==> src/include/hsm_map.svh <==
// offsets, field positions, reset values and timing of the monitor
// assumes: included by its bare name; guarded against double inclusion
`ifndef HSM_MAP_SVH
`define HSM_MAP_SVH
// ****************************************
// register byte offsets
// ****************************************
`define HSM_OFF_CONFIG 8'h00
`define HSM_OFF_CONTROL 8'h04
`define HSM_OFF_STATUS 8'h08
`define HSM_OFF_VOLT 8'h0c
`define HSM_OFF_CUR 8'h10
`define HSM_OFF_POWER 8'h14
`define HSM_OFF_ENERGY 8'h18
`define HSM_OFF_ESAMP 8'h1c
`define HSM_OFF_PK_I 8'h20
`define HSM_OFF_PK_VIN 8'h24
`define HSM_OFF_PK_OUTPUT_VOLTAGE_INPUT 8'h28
// ****************************************
// field positions
// ****************************************
`define HSM_CFG_CONT 0
`define HSM_CFG_VSEL 1
`define HSM_CFG_RNG 2
`define HSM_CFG_AVG_LO 4
`define HSM_CFG_ALERT 8
`define HSM_CTL_CONVERT 0
`define HSM_CTL_DEFER 1
`define HSM_CTL_ON 2
`define HSM_STS_OC 4
// ****************************************
// reset values and timing
// ****************************************
`define HSM_CFG_RST 7'h01
`define HSM_PEAK_I_RST 12'h800
`define HSM_CLK_MHZ 100
`define HSM_FAST_OC_NS 1000
`define HSM_FAST_OC_CYC ((`HSM_FAST_OC_NS * `HSM_CLK_MHZ) / 1000)
`endif

==> src/include/hsm_pkg.sv <==
// types shared by the hot swap power monitor
// assumes: hsm_map.svh on the include path
`default_nettype none
package hsm_pkg;
`include "hsm_map.svh"
   typedef struct packed {
      logic uv;
      logic ov;
      logic en;
      logic fb_hi;
      logic fb_lo;
      logic oc;
      logic sns;
      logic gneg;
      logic tflt;
      logic tdec;
      logic scl;
      logic sda;
   } hsm_pins_type;
   typedef enum logic [0:0] {HSM_IDLE = 1'b0, HSM_CONV = 1'b1} hsm_seq_type;
   typedef struct packed {
      logic cont;
      logic vsel;
      logic rng;
      logic [2:0] avg;
      logic alert_en;
   } hsm_cfg_type;
   typedef struct packed {
      hsm_pins_type s1;
      hsm_pins_type s2;
      logic sda_d;
      logic uv_d;
      logic gate_on;
      logic fault;
      logic oc_flag;
      logic pg_oe;
      logic hyst_en;
      logic fet_bad;
      logic alert2;
      hsm_cfg_type cfg;
      logic op_on;
      logic pend;
      hsm_seq_type st;
      logic adc_start;
      logic [7:0] cnt;
      logic [18:0] sum_v;
      logic signed [18:0] sum_i;
      logic [11:0] volt;
      logic signed [11:0] cur;
      logic signed [23:0] pin;
      logic [23:0] acc;
      logic [7:0] roll;
      logic [23:0] samp;
      logic [23:0] samp_sh;
      logic signed [11:0] peak_i;
      logic [11:0] peak_input_voltage_read;
      logic [11:0] peak_output_voltage_read;
      logic pready;
      logic pslverr;
      logic [31:0] prdata;
   } hsm_state_type;
endpackage
`default_nettype wire

==> src/core/hsm_monitor.sv <==
// hot swap supervision and power monitor, apb register slave
// assumes: comparator pins asynchronous, adc logic on pclk
//
// Contract
// - undervoltage flags and forces gate off
// - overvoltage flags and forces gate off
// - power-up needs enable and supply in window
// - low enable holds off, uv still monitored
// - power good low below foldback threshold
// - hysteresis current on above, off below
// - fast overcurrent turns gate off quickly
// - fet bad: held off, sense, gate low
// - second alert follows fet bad by default
// - voltage from sense or output input
// - low or high voltage range selectable
// - average over two to the N samples
// - current results are signed
// - single shot publishes one averaged pair
// - continuous mode publishes latest sample
// - convert only acts in single-shot mode
// - deferred convert starts at bus stop
// - power is input voltage times current per pair, whatever the voltage select
// - accumulate energy, count rollovers and samples
// - energy read captures count coherently
// - peaks kept until cleared by write
// - latched fault cleared by uv or on toggle
//
// The implementer's own choices: the register offsets and the APB slave port.
`default_nettype none
module hsm_monitor
   import hsm_pkg::*;
(
   // clock, reset, enable
   input wire logic pclk,
   input wire logic presetn,
   input wire logic ce,
   // apb slave
   input wire logic psel,
   input wire logic penable,
   input wire logic pwrite,
   input wire logic [7:0] paddr,
   input wire logic [31:0] pwdata,
   output logic pready,
   output logic pslverr,
   output logic [31:0] prdata,
   // comparator and bus pins, asynchronous
   input wire logic supply_low_input,
   input wire logic supply_high_input,
   input wire logic enable_input,
   input wire logic foldback_input,
   input wire logic foldback_low_input,
   input wire logic fast_oc_input,
   input wire logic sense_high_input,
   input wire logic gate_low_input,
   input wire logic timer_fault_input,
   input wire logic timer_decayed_input,
   input wire logic scl_input,
   input wire logic sda_input,
   // converter, same clock
   output logic adc_start,
   output logic adc_range_high,
   input wire logic adc_done,
   input wire logic [11:0] adc_vin,
   input wire logic [11:0] adc_output_voltage_input,
   input wire logic signed [11:0] adc_cur,
   // supervision outputs
   output logic gate_enable_out,
   output logic power_good_out_oe,
   output logic hyst_current_en,
   output logic second_alert_output
);
   localparam int OC_BOUND = `HSM_FAST_OC_CYC;

   hsm_state_type r;
   hsm_state_type n;
   hsm_pins_type pins;
   logic stop_seen;
   logic go;
   logic op_rise;
   logic hit;
   logic [31:0] rd;
   logic [11:0] v;
   logic signed [24:0] prod;
   logic [22:0] pos;
   logic [24:0] acc_sum;
   logic [18:0] nsv;
   logic signed [18:0] nsi;
   logic [7:0] last;

   assign pins = '{uv: supply_low_input, ov: supply_high_input,
                   en: enable_input, fb_hi: foldback_input,
                   fb_lo: foldback_low_input, oc: fast_oc_input,
                   sns: sense_high_input, gneg: gate_low_input,
                   tflt: timer_fault_input, tdec: timer_decayed_input,
                   scl: scl_input, sda: sda_input};

   // ****************************************
   // read mux
   // ****************************************
   always_comb
   begin
      hit = 1'b1;
      rd = 32'h0;
      unique case (paddr)
         `HSM_OFF_CONFIG:
            rd = {23'h0, r.cfg.alert_en, 1'b0, r.cfg.avg, 1'b0,
                  r.cfg.rng, r.cfg.vsel, r.cfg.cont};
         `HSM_OFF_CONTROL:
            rd = {29'h0, r.op_on, r.pend, 1'b0};
         `HSM_OFF_STATUS:
            rd = {23'h0, r.st == HSM_CONV, r.pend, r.fault, r.fet_bad,
                  r.oc_flag, ~r.pg_oe, r.gate_on, r.s2.ov, r.s2.uv};
         `HSM_OFF_VOLT:
            rd = {20'h0, r.volt};
         `HSM_OFF_CUR:
            rd = {{20{r.cur[11]}}, r.cur};
         `HSM_OFF_POWER:
            rd = {{8{r.pin[23]}}, r.pin};
         `HSM_OFF_ENERGY:
            rd = {r.roll, r.acc};
         `HSM_OFF_ESAMP:
            rd = {8'h0, r.samp_sh};
         `HSM_OFF_PK_I:
            rd = {{20{r.peak_i[11]}}, r.peak_i};
         `HSM_OFF_PK_VIN:
            rd = {20'h0, r.peak_input_voltage_read};
         `HSM_OFF_PK_OUTPUT_VOLTAGE_INPUT:
            rd = {20'h0, r.peak_output_voltage_read};
         default:
            hit = 1'b0;
      endcase
   end

   // ****************************************
   // next state
   // ****************************************
   always_comb
   begin
      n = r;
      go = 1'b0;
      op_rise = 1'b0;
      v = 12'h0;
      prod = 25'sh0;
      pos = 23'h0;
      acc_sum = 25'h0;
      nsv = 19'h0;
      nsi = 19'sh0;
      last = 8'h0;
      // only stage two reads stage one
      n.s1 = pins;
      n.s2 = r.s1;
      n.sda_d = r.s2.sda;
      n.uv_d = r.s2.uv;
      n.adc_start = 1'b0;
      n.pready = 1'b0;
      n.pslverr = 1'b0;
      // stop condition: data rises while clock high
      stop_seen = r.s2.scl & r.s2.sda & ~r.sda_d;

      // apb setup cycle: answer in the access cycle
      if (psel && !penable)
      begin
         n.pready = 1'b1;
         n.pslverr = ~hit;
         n.prdata = rd;
         if (!pwrite && paddr == `HSM_OFF_ENERGY)
            n.samp_sh = r.samp;
      end

      // apb writes at the access edge
      if (psel && penable && r.pready && pwrite)
      begin
         unique case (paddr)
            `HSM_OFF_CONFIG:
            begin
               n.cfg.cont = pwdata[`HSM_CFG_CONT];
               n.cfg.vsel = pwdata[`HSM_CFG_VSEL];
               n.cfg.rng = pwdata[`HSM_CFG_RNG];
               n.cfg.avg = pwdata[`HSM_CFG_AVG_LO +: 3];
               n.cfg.alert_en = pwdata[`HSM_CFG_ALERT];
            end
            `HSM_OFF_CONTROL:
            begin
               n.op_on = pwdata[`HSM_CTL_ON];
               op_rise = pwdata[`HSM_CTL_ON] & ~r.op_on;
               // convert ignored in continuous mode
               if (pwdata[`HSM_CTL_CONVERT] && !r.cfg.cont)
               begin
                  if (pwdata[`HSM_CTL_DEFER])
                     n.pend = 1'b1;
                  else
                     go = 1'b1;
               end
            end
            `HSM_OFF_STATUS:
               if (pwdata[`HSM_STS_OC])
                  n.oc_flag = 1'b0;
            `HSM_OFF_PK_I:
               n.peak_i = `HSM_PEAK_I_RST;
            `HSM_OFF_PK_VIN:
               n.peak_input_voltage_read = 12'h0;
            `HSM_OFF_PK_OUTPUT_VOLTAGE_INPUT:
               n.peak_output_voltage_read = 12'h0;
            default:
               n.pend = n.pend;
         endcase
      end

      // group command: all devices start on the stop
      if (r.pend && stop_seen)
      begin
         n.pend = 1'b0;
         go = 1'b1;
      end

      // ****************************************
      // supervision
      // ****************************************
      if (r.s2.tdec && ((r.uv_d && !r.s2.uv) || op_rise))
         n.fault = 1'b0;
      if (r.s2.tflt)
         n.fault = 1'b1;
      if (r.s2.oc)
         n.oc_flag = 1'b1;
      // uv and ov status track the pins regardless of enable
      n.gate_on = r.op_on & r.s2.en & ~r.s2.uv & ~r.s2.ov
                  & ~r.fault & ~r.s2.oc;
      n.pg_oe = ~r.s2.fb_hi;
      if (r.s2.fb_hi)
         n.hyst_en = 1'b1;
      else if (!r.s2.fb_lo)
         n.hyst_en = 1'b0;
      n.fet_bad = ~r.gate_on & r.s2.sns & r.s2.gneg;
      n.alert2 = r.fet_bad & r.cfg.alert_en;

      // ****************************************
      // conversion sequencer
      // ****************************************
      if (r.st == HSM_IDLE && (go || r.cfg.cont))
      begin
         n.st = HSM_CONV;
         n.cnt = 8'h0;
         n.sum_v = 19'h0;
         n.sum_i = 19'sh0;
         n.adc_start = 1'b1;
      end
      else if (r.st == HSM_CONV && adc_done)
      begin
         v = r.cfg.vsel ? adc_output_voltage_input : adc_vin;
         prod = $signed({1'b0, adc_vin}) * adc_cur;
         n.pin = prod[23:0];
         // negative power is not accumulated as energy
         pos = prod[24] ? 23'h0 : prod[22:0];
         acc_sum = {1'b0, r.acc} + {2'b00, pos};
         n.acc = acc_sum[23:0];
         if (acc_sum[24])
            n.roll = r.roll + 8'h1;
         n.samp = r.samp + 24'h1;
         // sample wins over a clear in the same cycle
         if (adc_cur > n.peak_i)
            n.peak_i = adc_cur;
         if (adc_vin > n.peak_input_voltage_read)
            n.peak_input_voltage_read = adc_vin;
         if (adc_output_voltage_input > n.peak_output_voltage_read)
            n.peak_output_voltage_read = adc_output_voltage_input;
         if (r.cfg.cont)
         begin
            n.volt = v;
            n.cur = adc_cur;
            n.adc_start = 1'b1;
         end
         else
         begin
            nsv = r.sum_v + {7'h0, v};
            nsi = r.sum_i + {{7{adc_cur[11]}}, adc_cur};
            n.sum_v = nsv;
            n.sum_i = nsi;
            last = 8'((9'h1 << r.cfg.avg) - 9'h1);
            if (r.cnt == last)
            begin
               n.volt = 12'(nsv >> r.cfg.avg);
               n.cur = 12'(nsi >>> r.cfg.avg);
               n.st = HSM_IDLE;
            end
            else
            begin
               n.cnt = r.cnt + 8'h1;
               n.adc_start = 1'b1;
            end
         end
      end
   end

   // ****************************************
   // state register
   // ****************************************
   always_ff @(posedge pclk or negedge presetn)
   begin
      if (!presetn)
      begin
         r <= '0;
         r.cfg <= `HSM_CFG_RST;
         r.op_on <= 1'b1;
         r.pg_oe <= 1'b1;
         r.peak_i <= `HSM_PEAK_I_RST;
      end
      else if (ce)
      begin
         r <= n;
      end
   end

   assign pready = r.pready;
   assign pslverr = r.pslverr;
   assign prdata = r.prdata;
   assign adc_start = r.adc_start;
   assign adc_range_high = r.cfg.rng;
   assign gate_enable_out = r.gate_on;
   assign power_good_out_oe = r.pg_oe;
   assign hyst_current_en = r.hyst_en;
   assign second_alert_output = r.alert2;

   // ****************************************
   // checks
   // ****************************************
   a_uv_gate_off: assert property (@(posedge pclk)
      disable iff (!presetn || !ce) r.s2.uv |=> !gate_enable_out)
      else $error("gate on during undervoltage");
   a_ov_gate_off: assert property (@(posedge pclk)
      disable iff (!presetn || !ce) r.s2.ov |=> !gate_enable_out)
      else $error("gate on during overvoltage");
   a_power_up_cond: assert property (@(posedge pclk)
      disable iff (!presetn || !ce) $rose(gate_enable_out) |->
      $past(r.s2.en && !r.s2.uv && !r.s2.ov))
      else $error("power-up without valid window and enable");
   a_enable_holds_off: assert property (@(posedge pclk)
      disable iff (!presetn || !ce) !r.s2.en ##1 !r.s2.en
      |-> !gate_enable_out)
      else $error("gate on while enable low");
   a_pg_follows_fb: assert property (@(posedge pclk)
      disable iff (!presetn || !ce)
      r.s2.fb_hi |=> !power_good_out_oe)
      else $error("power good held low above threshold");
   a_hyst_hold: assert property (@(posedge pclk)
      disable iff (!presetn || !ce)
      hyst_current_en && r.s2.fb_lo |=> hyst_current_en)
      else $error("hysteresis dropped inside band");
   a_fast_oc_off: assert property (@(posedge pclk)
      disable iff (!presetn || !ce)
      $rose(fast_oc_input) ##1 fast_oc_input[*3] |->
      ##[0:OC_BOUND] !gate_enable_out)
      else $error("gate not off after fast overcurrent");
   a_fet_bad_off: assert property (@(posedge pclk)
      disable iff (!presetn || !ce)
      r.fet_bad |-> !$past(gate_enable_out, 1))
      else $error("fet bad while gate driven");
   a_alert_fet: assert property (@(posedge pclk)
      disable iff (!presetn || !ce)
      r.fet_bad && r.cfg.alert_en |=> second_alert_output)
      else $error("second alert missing for bad fet");
   a_sample_count: assert property (@(posedge pclk)
      disable iff (!presetn || !ce)
      r.st == HSM_CONV && adc_done |=> r.samp == $past(r.samp) + 24'h1)
      else $error("sample counter not advanced");
endmodule
`default_nettype wire

==> config.mk <==
export PLATFORM = sky130hd
export DESIGN_NAME = hsm_monitor
export DESIGN_NICKNAME = d
export VERILOG_FILES = /design/src/include/hsm_pkg.sv /design/src/core/hsm_monitor.sv
export VERILOG_INCLUDE_DIRS = /design/src /design/src/include
export SDC_FILE = /design/constraint.sdc
export NUM_CORES = 1
export LEC_CHECK = 0
export BUFFER_PORTS_ARGS = -buffer_cell sky130_fd_sc_hd__buf_2
export CORE_MARGIN = 3
export CORE_UTILIZATION = 45
export DETAILED_ROUTE_END_ITERATION = 6
export PLACE_DENSITY = 0.66
export SLEW_MARGIN = 10
export SYNTH_ARGS = -nofsm -noshare
export SYNTH_HDL_FRONTEND = slang
export SYNTH_SLANG_ARGS = --single-unit
==> constraint.sdc <==
create_clock -name pclk -period 7.8 [get_ports pclk]
set_clock_uncertainty 0.05 [all_clocks]
set_input_delay 0.78 -clock pclk [delete_from_list [all_inputs] [get_ports pclk]]
set_output_delay 0.78 -clock pclk [all_outputs]
set_load 0.01 [all_outputs]
==> results by group, run 1 <==
Outcome
  – Status: complete, no violations

Global routing
  – Global routing usage on met1: 0.336
  – Grt ovf: 0
  – Vias in the first global route: between 15,000 and 20,000
  – Total GRT Usage: 0.255
  – Met3 usage: 0.0399
  – First-pass GRT wire length: between 100,000 and 150,000 um
  – Largest net degree at the start of global routing: 148
  – GR Util met2: 0.425
  – Antenna violations before repair: 0
  – Busiest layer in global routing: met2

Power
  – Pwr per Cell Area: 393 mW/mm^2
  – Pleak: between 10 and 15 nW
  – Peak supply drop: about 0.22 mV

Cells and area
  – Area Growth Syn to Fin: 16.7%
  – FILL cells: between 4,000 and 5,000
  – Final non-filler cell total: between 3,000 and 4,000
  – Ant diodes: 0
  – Area occupied by multi-input gates: 0.0135 sq mm
  – Post-layout nets: approximately 3,000
  – Sequential Area: 0.00721 sq mm
  – Layout cells sized above 1: 0.193

Drt
  – DR iter-0 viols: roughly 1,600
  – Via count: 18,751
  – DRT Wirelength: 66,300 um
  – First-pass iteration count of the detailed router: 6
  – Via/cell ratio: just under 6
  – DR WL/cell: between 20 and 25 um
  – DRC viols: 0
  – Post-route ant nets: 0

Floorplan
  – Die ar.: between 0.05 and 0.06 sq mm
  – Die Span X: 227 um
  – Cell Rows: 80
  – IO Count: 135
  – Core Footprint: around 0.048 sq mm
  – Die H: roughly 230 um
  – Initial Util: 0.457

Timing
  – Tmin final: ~7500 ps
  – Setup ws final: roughly 300 ps
  – Max_slew headroom: 0.198
  – Fin. max-slew vios: 0
  – Final TNS setup: 0 ps
  – # setup viols final: 0
  – Max Clk Rate: around 130 MHz
  – Period utilisation layout: 0.962
  – Final hold vios: 0
  – Actual slew at the worst max-slew pin: approximately 1200 ps

Critical path
  – Max Fanout on Critical Path: 11
  – Reg-to-reg setup timing slack: about 3300 ps
  – Endpoint class of the critical path: flop
  – CP max stage delay: 500 ps
  – Crit Reg-Reg Endpoint: r[193]$_DFFE_PN0P_
  – CP Buf/Inv Count: 7
  – Worst endpoint required time: around 8200 ps
  – Worst Setup SP: adc_vin[5]
  – Setup CP Type: primary input to flop
  – R2r worst-path depth: 12
  – Crit path max-delay cell type: fa_1
  – WP data arrival: about 7900 ps
  – CP Launch Type: primary input
  – Delay-heaviest family, CP: adder cells
  – Crit Reg-Reg Startpoint: r[253]$_DFFE_PN0P_

Clock tree
  – H-tree depth: 2
  – Clock Root Buffer: clkbuf_16
  – CTS clk-pin slew, worst paths: about 60 ps
  – Hold-fix buffer count after cts: 0
  – # clock sinks: roughly 290
  – Maximum clock insertion buffer count: 3
  – CTS buffer count: 34
  – Clk_lat worst skew: between 500 and 600 ps
  – TritonCTS clock tree: built

Synthesis
  – Synthesized cell area: 0.0219 sq mm
  – Simple-Gate Fraction of Synth Area: 0.149
  – XOR/XNOR Fraction of Synth Area: 0.0428
  – Top post-synthesis cells by area: dfrtp_1 (32%), ha_1 (9.6%), fa_1 (9.5%), nand2_1 (5.5%), mux2_2 (3.5%)
  – Multiplexer share of the synthesized area: 0.0615
  – FF+latch count, synth: about 290
  – Average size of a mapped cell: 9.17 sq um
  – Yosys top cell by area: dfrtp_1
  – Top post-synthesis cells by count: nand2_1 (322), dfrtp_1 (284), inv_1 (198)
  – Count leader, synth: nand2_1
  – Post-synth top flop: dfrtp_1
  – Synth Area in Compound Gates: 0.162
  – Mapped Nets: around 2,800
  – Syn. warnings: 0
  – EDFF count, synth: 0
  – Adder-cell area share of the yosys netlist: 0.191
  – Area fraction of the dominant cell type after synthesis: 0.324
  – Combinational family with the most area after synthesis: adder cells
  – Synth unique cells: about 80
  – Async S/R FF share, synth: 1.00
  – Post-synthesis instance total: around 2,400
  – Seq/Total Area, Yosys: 0.329

Placed design
  – Inst Count DP: roughly 3,200
  – Port bufs: between 100 and 150
  – Pre-CTS setup slack: -406 ps
  – Post-DP HPWL: a little under 50,000 um
  – GPL Wtd Cong: slightly above 0.9

Run
  – Max Cap Viol: 0

Worst hold path
  – Hold Path Class: primary input to asynchronous set/reset pin
logic make-up after synthesis:
| family | count (synthesis) |
|---|---|
| xor+xnor | 107 |
| simple gates | 731 |
| flops | 288 |
| mux | 120 |
| fa+ha+maj | 272 |
| buf+inv | 343 |
| compound gates | 528 |
worst register-to-register path: cells and delay by family, from the launching register on:
kind / cells / cell delay (ps)
AND/OR/NAND/NOR: 1 / 110
XOR/XNOR: 1 / 330
flip-flops: 1 / 830
adder cells (fa/ha/maj): 2 / 720
AO/OA/AOI/OAI: 8 / 2350
area by class of cell:
class                           count  area share
Timing Repair Buffer              302      0.0815
Inverter                          206      0.0311
Clock inverter                     18      0.0106
Sequential cell                   288       0.282
Multi-Input combinational cell   1758       0.526
Clock buffer                       44      0.0384
Tap cell                          615      0.0301
how the worst max path moves through the flow:
stage | end | cells after the start
3_3_place_gp | r[124]$_DFFE_PN0P_ | 34
6_report | r[119]$_DFFE_PN0P_ | 32
4_1_cts | r[123]$_DFFE_PN0P_ | 34
3_5_place_dp | r[125]$_DFFE_PN0P_ | 33
2_1_floorplan | r[119]$_DFFE_PN0P_ | 34
5_1_grt | r[147]$_DFFE_PN0P_ | 34
sequential cells by signal, summed over array words and instances, names as in the netlist:
register             flops
gate_enable_out          1
adc_range_high           1
n                       14
pready                   1
power_good_out_oe        1
second_alert_output      1
pslverr                  1
adc_start                1
hyst_current_en          1
prdata                  32
r                      234
per-layer routing:
metal,vias up,part of all wire
met3,157,0.067
li1,8655,-
met1,9267,0.41
met5,-,0
met2,672,0.48
met4,0,0.043
power breakdown:
group / total (mW) / switching, mW / internal [mW] / leakage (nW)
Sequential: 2.31 / 0.408 / 1.90 / 3.68
Clock: 1.77 / 0.675 / 1.10 / 0.590
Combinational: 5.97 / 3.24 / 2.73 / 8.52
Total: 10.1 / 4.32 / 5.73 / 12.8
placed cells by master, fill, tap and decap left out, types with 9 or more instances in the layout:
master / count
nor2_2: 9
a21o_1: 33
mux2i_1: 47
a31oi_1: 23
buf_4: 187
o211ai_1: 9
mux2_2: 68
nand2_1: 321
o21a_1: 12
fa_1: 103
nand3_1: 39
o31ai_1: 12
xor2_1: 48
nor2b_1: 20
a211o_1: 12
nand2b_1: 13
nor2_1: 186
a21oi_1: 108
and2_1: 15
a22o_1: 57
clkinvlp_4: 11
a211oi_1: 15
dfrtp_1: 284
and3_1: 29
ha_1: 164
inv_1: 189
a221oi_1: 22
o21ai_0: 116
xnor2_1: 59
nor3_1: 31
a22oi_1: 26
clkbuf_16: 37
buf_2: 104
nand4_1: 20
metrics by stage:
stage               hold WS [ps]   util  power, mW  cell area (sq um)
floorplan                    356      -       5.83              22000
global placement             402  0.502       7.89              24000
detailed placement           416  0.502       8.05              24000
CTS                          264  0.528       9.87              25300
global route                 274  0.534       10.9              25600
finish                       202  0.534       10.1              25600
timing repair:
item | in CTS | in global routing
setup endpoints to repair | 0 | 16
resized for setup | 0 | 53
buffers inserted | 0 | 11
Note: power is estimated with default switching activity, not from simulation.
==> run 2: changes to the inputs <==
--- a/config.mk
+++ b/config.mk
@@ -10,6 +10,7 @@
 export CORE_MARGIN = 3
 export CORE_UTILIZATION = 45
 export DETAILED_ROUTE_END_ITERATION = 6
+export MAX_ROUTING_LAYER = met4
 export PLACE_DENSITY = 0.66
 export SLEW_MARGIN = 10
 export SYNTH_ARGS = -nofsm -noshare
==> results by group, run 2 (synthesis results as in run 1) <==
Outcome
  – Status: complete, no violations

Global routing
  – Antenna violations before repair: 0 (unchanged)
  – Vias in the first global route: 18,737 (+0.20%)
  – Total GRT Usage: 0.265 (+0.0103)
  – Largest net degree at the start of global routing: 126 (-15%)
  – First-pass GRT wire length: 104,000 um (+1.5%)
  – Grt ovf: 0 (unchanged)

Power
  – Pleak: 12.7 nW (-0.45%)
  – Combinational fraction of design power: 0.611 (+0.017)
  – Sequential share of power: 0.234 (+0.004)
  – Peak supply drop: 0.218 mV (-1.1%)
  – Sw Share: 0.434 (+0.00385)
  – Internal power: 5.61 mW (-2.1%)
  – Clock power share: 0.156 (-0.020)
  – Switching pwr: 4.30 mW (-0.51%)
  – Pwr per Cell Area: 391 mW/mm^2 (-0.52%)

Cells and area
  – Post-route cell area: 0.0254 sq mm (-0.88%)
  – Largest reg by FF count: r
  – Area Growth Syn to Fin: 15.7%
  – Commonest non-fill, non-tap cell in the layout: nand2_1
  – Ant diodes: 0 (unchanged)
  – Post-layout nets: 2,958 (+0.034%)
  – Largest register FFs: 234 (unchanged)
  – Commonest non-fill, non-tap cells in the layout: nand2_1 (321), dfrtp_1 (284), buf_4 (194)
  – Layout cells sized above 1: 0.191 (-0.00200)

Floorplan
  – Die H: 227 um (unchanged)
  – Core Footprint: 0.0479 sq mm (unchanged)
  – Initial Util: 0.457 (unchanged)
  – IO Count: 135 (unchanged)
  – Die ar.: 0.0514 sq mm (unchanged)
  – Die Span X: 227 um (unchanged)
  – Cell Rows: 80 (unchanged)

Critical path
  – CP max stage delay: 580 ps (+80 ps)
  – CP dominant cell by count: fa_1
  – Max Fanout on Critical Path: 11 (unchanged)
  – CP Launch Type: primary input
  – Endpoint class of the critical path: flop
  – Crit path max-delay cell type: fa_1
  – WP data arrival: 7960 ps (+110 ps)
  – Setup CP Type: primary input to flop
  – Worst endpoint required time: 8200 ps (+50 ps)

Timing
  – Fin. max-slew vios: 0 (unchanged)
  – Tmin final: 7570 ps (+65.5 ps)
  – Final hold vios: 0 (unchanged)
  – Max Clk Rate: 132 MHz (-0.86%)
  – Max_slew headroom: 0.236 (+0.0381)
  – Period utilisation layout: 0.970 (+0.00840)
  – RSZ-0062 raised after global routing: yes
  – Actual slew at the worst max-slew pin: 1140 ps (-57.1 ps)
  – # setup viols final: 0 (unchanged)
  – Setup ws final: 233 ps (-65.5 ps)

Clock tree
  – Maximum clock insertion buffer count: 3 (unchanged)
  – Clock Root Buffer: clkbuf_16
  – H-tree depth: 1 (-1)
  – # clock sinks: 288 (unchanged)
  – TritonCTS clock tree: built
  – Clk_lat worst skew: 580 ps (+50 ps)
  – CTS clk-pin slew, worst paths: 60 ps (about the same)
  – CTS buffer count: 31 (-8.8%)

Worst hold path
  – Hold Path Class: primary input to asynchronous set/reset pin

Run
  – Max Cap Viol: 0 (unchanged)

Drt
  – Post-route ant nets: 0 (unchanged)
  – DRT Wirelength: 66,000 um (-0.45%)
  – First-pass iteration count of the detailed router: 7 (+1)
  – DR iter-0 viols: 1,362 (-14%)
  – Via/cell ratio: 5.74 (-1.1%)
  – Via count: 18,515 (-1.3%)
  – DRC viols: 0 (unchanged)
  – DR WL/cell: 20.5 um (-0.33%)

Placed design
  – GPL Wtd Cong: 0.958 (+2.6%)
  – Post-DP HPWL: 50,100 um (+1.3%)
  – Post-DP Area: 0.0240 sq mm (-0.18%)
  – Port bufs: 109 (unchanged)
  – Pre-CTS setup slack: -438 ps (-31.9 ps)
## run 2: worst paths after layout
| check | cells after the start | startpoint | endpoint | slack, ps |
|---|---|---|---|---|
| max | 35 | adc_cur[11] | r[119]$_DFFE_PN0P_ | 230 |
| min | 1 | presetn | r[139]$_DFFE_PN0P_ | 290 |
| max reg2reg | 12 | r[253]$_DFFE_PN0P_ | r[193]$_DFFE_PN0P_ | 3300 |
| min reg2reg | 1 | r[125]$_DFFE_PN0P_ | r[125]$_DFFE_PN0P_ | 420 |
| max in group asynchronous | 2 | presetn | r[96]$_DFFE_PN0P_ | 6030 |
| min in group pclk | 2 | sda_input | n[264]$_DFFE_PN0P_ | 390 |
## run 2: repair_timing
action	4_1_cts	5_1_grt
hold buffers	0	0
setup buffers	0	14
endpoints found under the setup margin	0	19
resized for setup	0	53
## run 2: cell type report
cell class,count,area [sq um]
clock buffers,36,825
clock inverters,18,226
fillers,4350,22600
inverters,206,793
multi-input cells,1758,13500
flip-flops and latches,288,7210
well taps,615,769
repair buffers,306,2070
## run 2: stage by stage
| stage | TNS (ps) | util | hold WS [ps] | power [mW] | cells |
|---|---|---|---|---|---|
| final | 0 | 0.529 | 288 | 9.92 | 3227 |
| after global routing | -191 | 0.529 | 355 | 10.7 | 3227 |
| after CTS | 0 | 0.523 | 320 | 9.70 | 3212 |
| after detailed placement | -5590 | 0.501 | 405 | 8.11 | 3158 |
| after global placement | -3980 | 0.501 | 401 | 7.96 | 3158 |
| after floorplan | 0 | - | 356 | 5.83 | 2389 |
## run 2: power by group through the flow
| stage | registers (mW) | logic (mW) | clock network (mW) |
|---|---|---|---|
| 2_1_floorplan | 2.14 | 3.69 | 0 |
| 3_3_place_gp | 2.31 | 5.65 | 0 |
| 3_5_place_dp | 2.32 | 5.80 | 0 |
| 4_1_cts | 2.30 | 5.84 | 1.57 |
| 5_1_grt | 2.35 | 6.75 | 1.62 |
| 6_report | 2.32 | 6.05 | 1.54 |
## run 2: per-layer routing
| metal | track usage | wire (um) | vias up |
|---|---|---|---|
| met5 | - | 0 | - |
| met4 | 0.0770 | 2300 | 0 |
| met3 | 0.0299 | 3730 | 137 |
| met2 | 0.434 | 31400 | 544 |
| met1 | 0.350 | 28600 | 9169 |
| li1 | - | - | 8665 |
## run 2: critical path: cells and delay by family
| kind | cells | cell delay [ps] |
|---|---|---|
| AOI/OAI and AO/OA | 11 | 1820 |
| xor gates and xnor gates | 1 | 230 |
| and+or+nand+nor | 5 | 620 |
| adders and majority gates | 7 | 3260 |
| muxes | 1 | 340 |
| buffers and inverters | 10 | 930 |
==> run 3: changes to the inputs <==
--- a/config.mk
+++ b/config.mk
@@ -11,7 +11,6 @@
 export CORE_UTILIZATION = 45
 export DETAILED_ROUTE_END_ITERATION = 6
 export MAX_ROUTING_LAYER = met4
-export PLACE_DENSITY = 0.66
 export SLEW_MARGIN = 10
 export SYNTH_ARGS = -nofsm -noshare
 export SYNTH_HDL_FRONTEND = slang
==> results by group, run 3 (synthesis results as in run 1) <==
Cells and area
  – Largest reg by FF count: r
  – Layout cells sized above 1: 0.194 (+0.00272)
  – Fin util: 0.533 (+0.00360)
  – FILL cells: 4,448 (+2.3%)
  – Post-route cell area: 0.0255 sq mm (+0.68%)
  – Sequential Area: 0.00721 sq mm (unchanged)
  – Area Growth Syn to Fin: 16.5%
  – Commonest non-fill, non-tap cell in the layout: nand2_1
  – Ant diodes: 0 (unchanged)
  – Largest register FFs: 234 (unchanged)
  – Commonest non-fill, non-tap cells in the layout: nand2_1 (321), dfrtp_1 (284), buf_4 (196)
  – Final non-filler cell total: 3,242 (+0.46%)
  – Post-layout nets: 2,968 (+0.34%)
  – Area occupied by multi-input gates: 0.0135 sq mm (+0.15%)

Drt
  – DR WL/cell: 20.9 um (+2.2%)
  – Post-route ant nets: 0 (unchanged)
  – Via/cell ratio: 5.78 (+0.71%)
  – First-pass iteration count of the detailed router: 5 (-2)
  – DRC viols: 0 (unchanged)
  – DRT Wirelength: 67,800 um (+2.6%)
  – DR iter-0 viols: 1,555 (+14%)
  – Via count: 18,734 (+1.2%)

Timing
  – Actual slew at the worst max-slew pin: 1300 ps (+161 ps)
  – # setup viols final: 0 (unchanged)
  – Fin. max-slew vios: 0 (unchanged)
  – Setup ws final: 236 ps (+2.99 ps)
  – Final hold vios: 0 (unchanged)
  – Max_slew headroom: 0.128 (-0.107)
  – Max Clk Rate: 132 MHz (about the same)
  – Period utilisation layout: 0.970 (about the same)
  – Tmin final: 7560 ps (-2.99 ps)

Global routing
  – Largest net degree at the start of global routing: 113 (-10%)
  – Grt ovf: 0 (unchanged)
  – Busiest layer in global routing: met2
  – Vias in the first global route: 18,527 (-1.1%)
  – Global routing usage on met1: 0.361 (+0.0113)
  – Met3 usage: 0.0404 (+0.0105)
  – Total GRT Usage: 0.273 (+0.00800)
  – First-pass GRT wire length: 106,000 um (+1.3%)
  – Antenna violations before repair: 0 (unchanged)
  – GR Util met2: 0.432 (-0.00215)

Run
  – Max Cap Viol: 0 (unchanged)

Floorplan
  – Cell Rows: 80 (unchanged)
  – IO Count: 135 (unchanged)
  – Die ar.: 0.0514 sq mm (unchanged)
  – Die H: 227 um (unchanged)
  – Initial Util: 0.457 (unchanged)
  – Core Footprint: 0.0479 sq mm (unchanged)
  – Die Span X: 227 um (unchanged)

Power
  – Pwr per Cell Area: 393 mW/mm^2 (+0.46%)
  – Peak supply drop: 0.277 mV (+27%)
  – Power, Total: 10.0 mW (+1.1%)
  – Pleak: 12.8 nW (+0.67%)

Clock tree
  – CTS clk-pin slew, worst paths: 60 ps (about the same)
  – Maximum clock insertion buffer count: 3 (unchanged)
  – Hold-fix buffer count after cts: 0 (unchanged)
  – CTS buffer count: 34 (+9.7%)
  – Clock Root Buffer: clkbuf_16
  – # clock sinks: 288 (unchanged)
  – H-tree depth: 2 (+1)
  – Clk_lat worst skew: 550 ps (-30 ps)
  – TritonCTS clock tree: built

Placed design
  – Inst Count DP: 3,173 (+0.47%)
  – Post-DP Area: 0.0242 sq mm (+0.69%)
  – GPL Wtd Cong: 0.956 (-0.16%)
  – Post-DP HPWL: 51,400 um (+2.6%)
  – Pre-CTS setup slack: -482 ps (-43.4 ps)
  – Port bufs: 109 (unchanged)

Worst hold path
  – Hold Path Class: primary input to asynchronous set/reset pin

Critical path
  – Setup CP Type: primary input to flop
  – Max Fanout on Critical Path: 6 (-5)
  – CP max stage delay: 530 ps (-50 ps)
  – Worst endpoint required time: 8180 ps (-20 ps)
  – Crit path max-delay cell type: fa_1
  – WP data arrival: 7940 ps (-20 ps)
  – Endpoint class of the critical path: flop
  – Delay-heaviest family, CP: adder cells
  – CP Launch Type: primary input
  – CP Buf/Inv Count: 9 (-1)

Outcome
  – Status: complete, no violations
run 3: cell count changes in the layout (fill, tap and decap cells not counted), moves of 5 or more:
cell and change:
clkbuf_1 +6, inv_1 +5, clkinv_2 -5, clkbuf_8 +8
clkinvlp_4 -5
run 3: worst reg2reg max path: stages (launching register included):
cell      delay [ps]
dfrtp_1          820
o21ai_0          390
fa_1             550
a211o_1          340
a211oi_1         390
o21ai_0          180
a21oi_1          360
nor2_1           110
xnor2_1          380
a21oi_1          160
o21ai_0          370
o221ai_1         200
run 3: timing repair:
action | CTS | global route
resized for setup | 0 | 45
setup buffers | 0 | 7
setup endpoints to repair | 0 | 17
run 3: metal layers:
layer | up-vias | part of all wire | wire length [um]
met5 | - | 0 | 0
met1 | 9385 | 0.44 | 29800
li1 | 8678 | - | -
met2 | 547 | 0.47 | 31600
met4 | 0 | 0.037 | 2490
met3 | 124 | 0.057 | 3880
run 3: path summary, 6_finish.rpt:
| check | startpoint | endpoint | slack (ps) | depth (start not counted) |
|---|---|---|---|---|
| hold reg to reg | r[125]$_DFFE_PN0P_ | r[125]$_DFFE_PN0P_ | 420 | 1 |
| max in group asynchronous | presetn | r[205]$_DFFE_PN0P_ | 5820 | 2 |
| setup / recovery | adc_vin[4] | r[143]$_DFFE_PN0P_ | 240 | 34 |
| hold / removal | presetn | r[165]$_DFFE_PN0P_ | 250 | 1 |
| min in group pclk | gate_low_input | n[268]$_DFFE_PN0P_ | 410 | 2 |
| setup reg to reg | r[253]$_DFFE_PN0P_ | r[193]$_DFFE_PN0P_ | 3350 | 11 |
run 3: where the power goes:
group | internal (mW) | switching (mW) | leakage (nW)
combinational | 2.81 | 3.28 | 8.58
sequential | 1.90 | 0.424 | 3.68
clock | 0.948 | 0.665 | 0.557
total | 5.66 | 4.37 | 12.8
run 3: cell type report:
class | count | share of cell area
Sequential cell | 288 | 0.282
Clock buffer | 53 | 0.0404
Timing Repair Buffer | 313 | 0.0848
Clock inverter | 9 | 0.00348
Tap cell | 615 | 0.0301
Inverter | 206 | 0.0304
Multi-Input combinational cell | 1758 | 0.528
run 3: through the flow:
stage	hold slack [ps]	TNS, ps
finish	249	0
global route	324	-216
CTS	306	0
detailed placement	408	-5430
global placement	401	-4410
floorplan	356	0
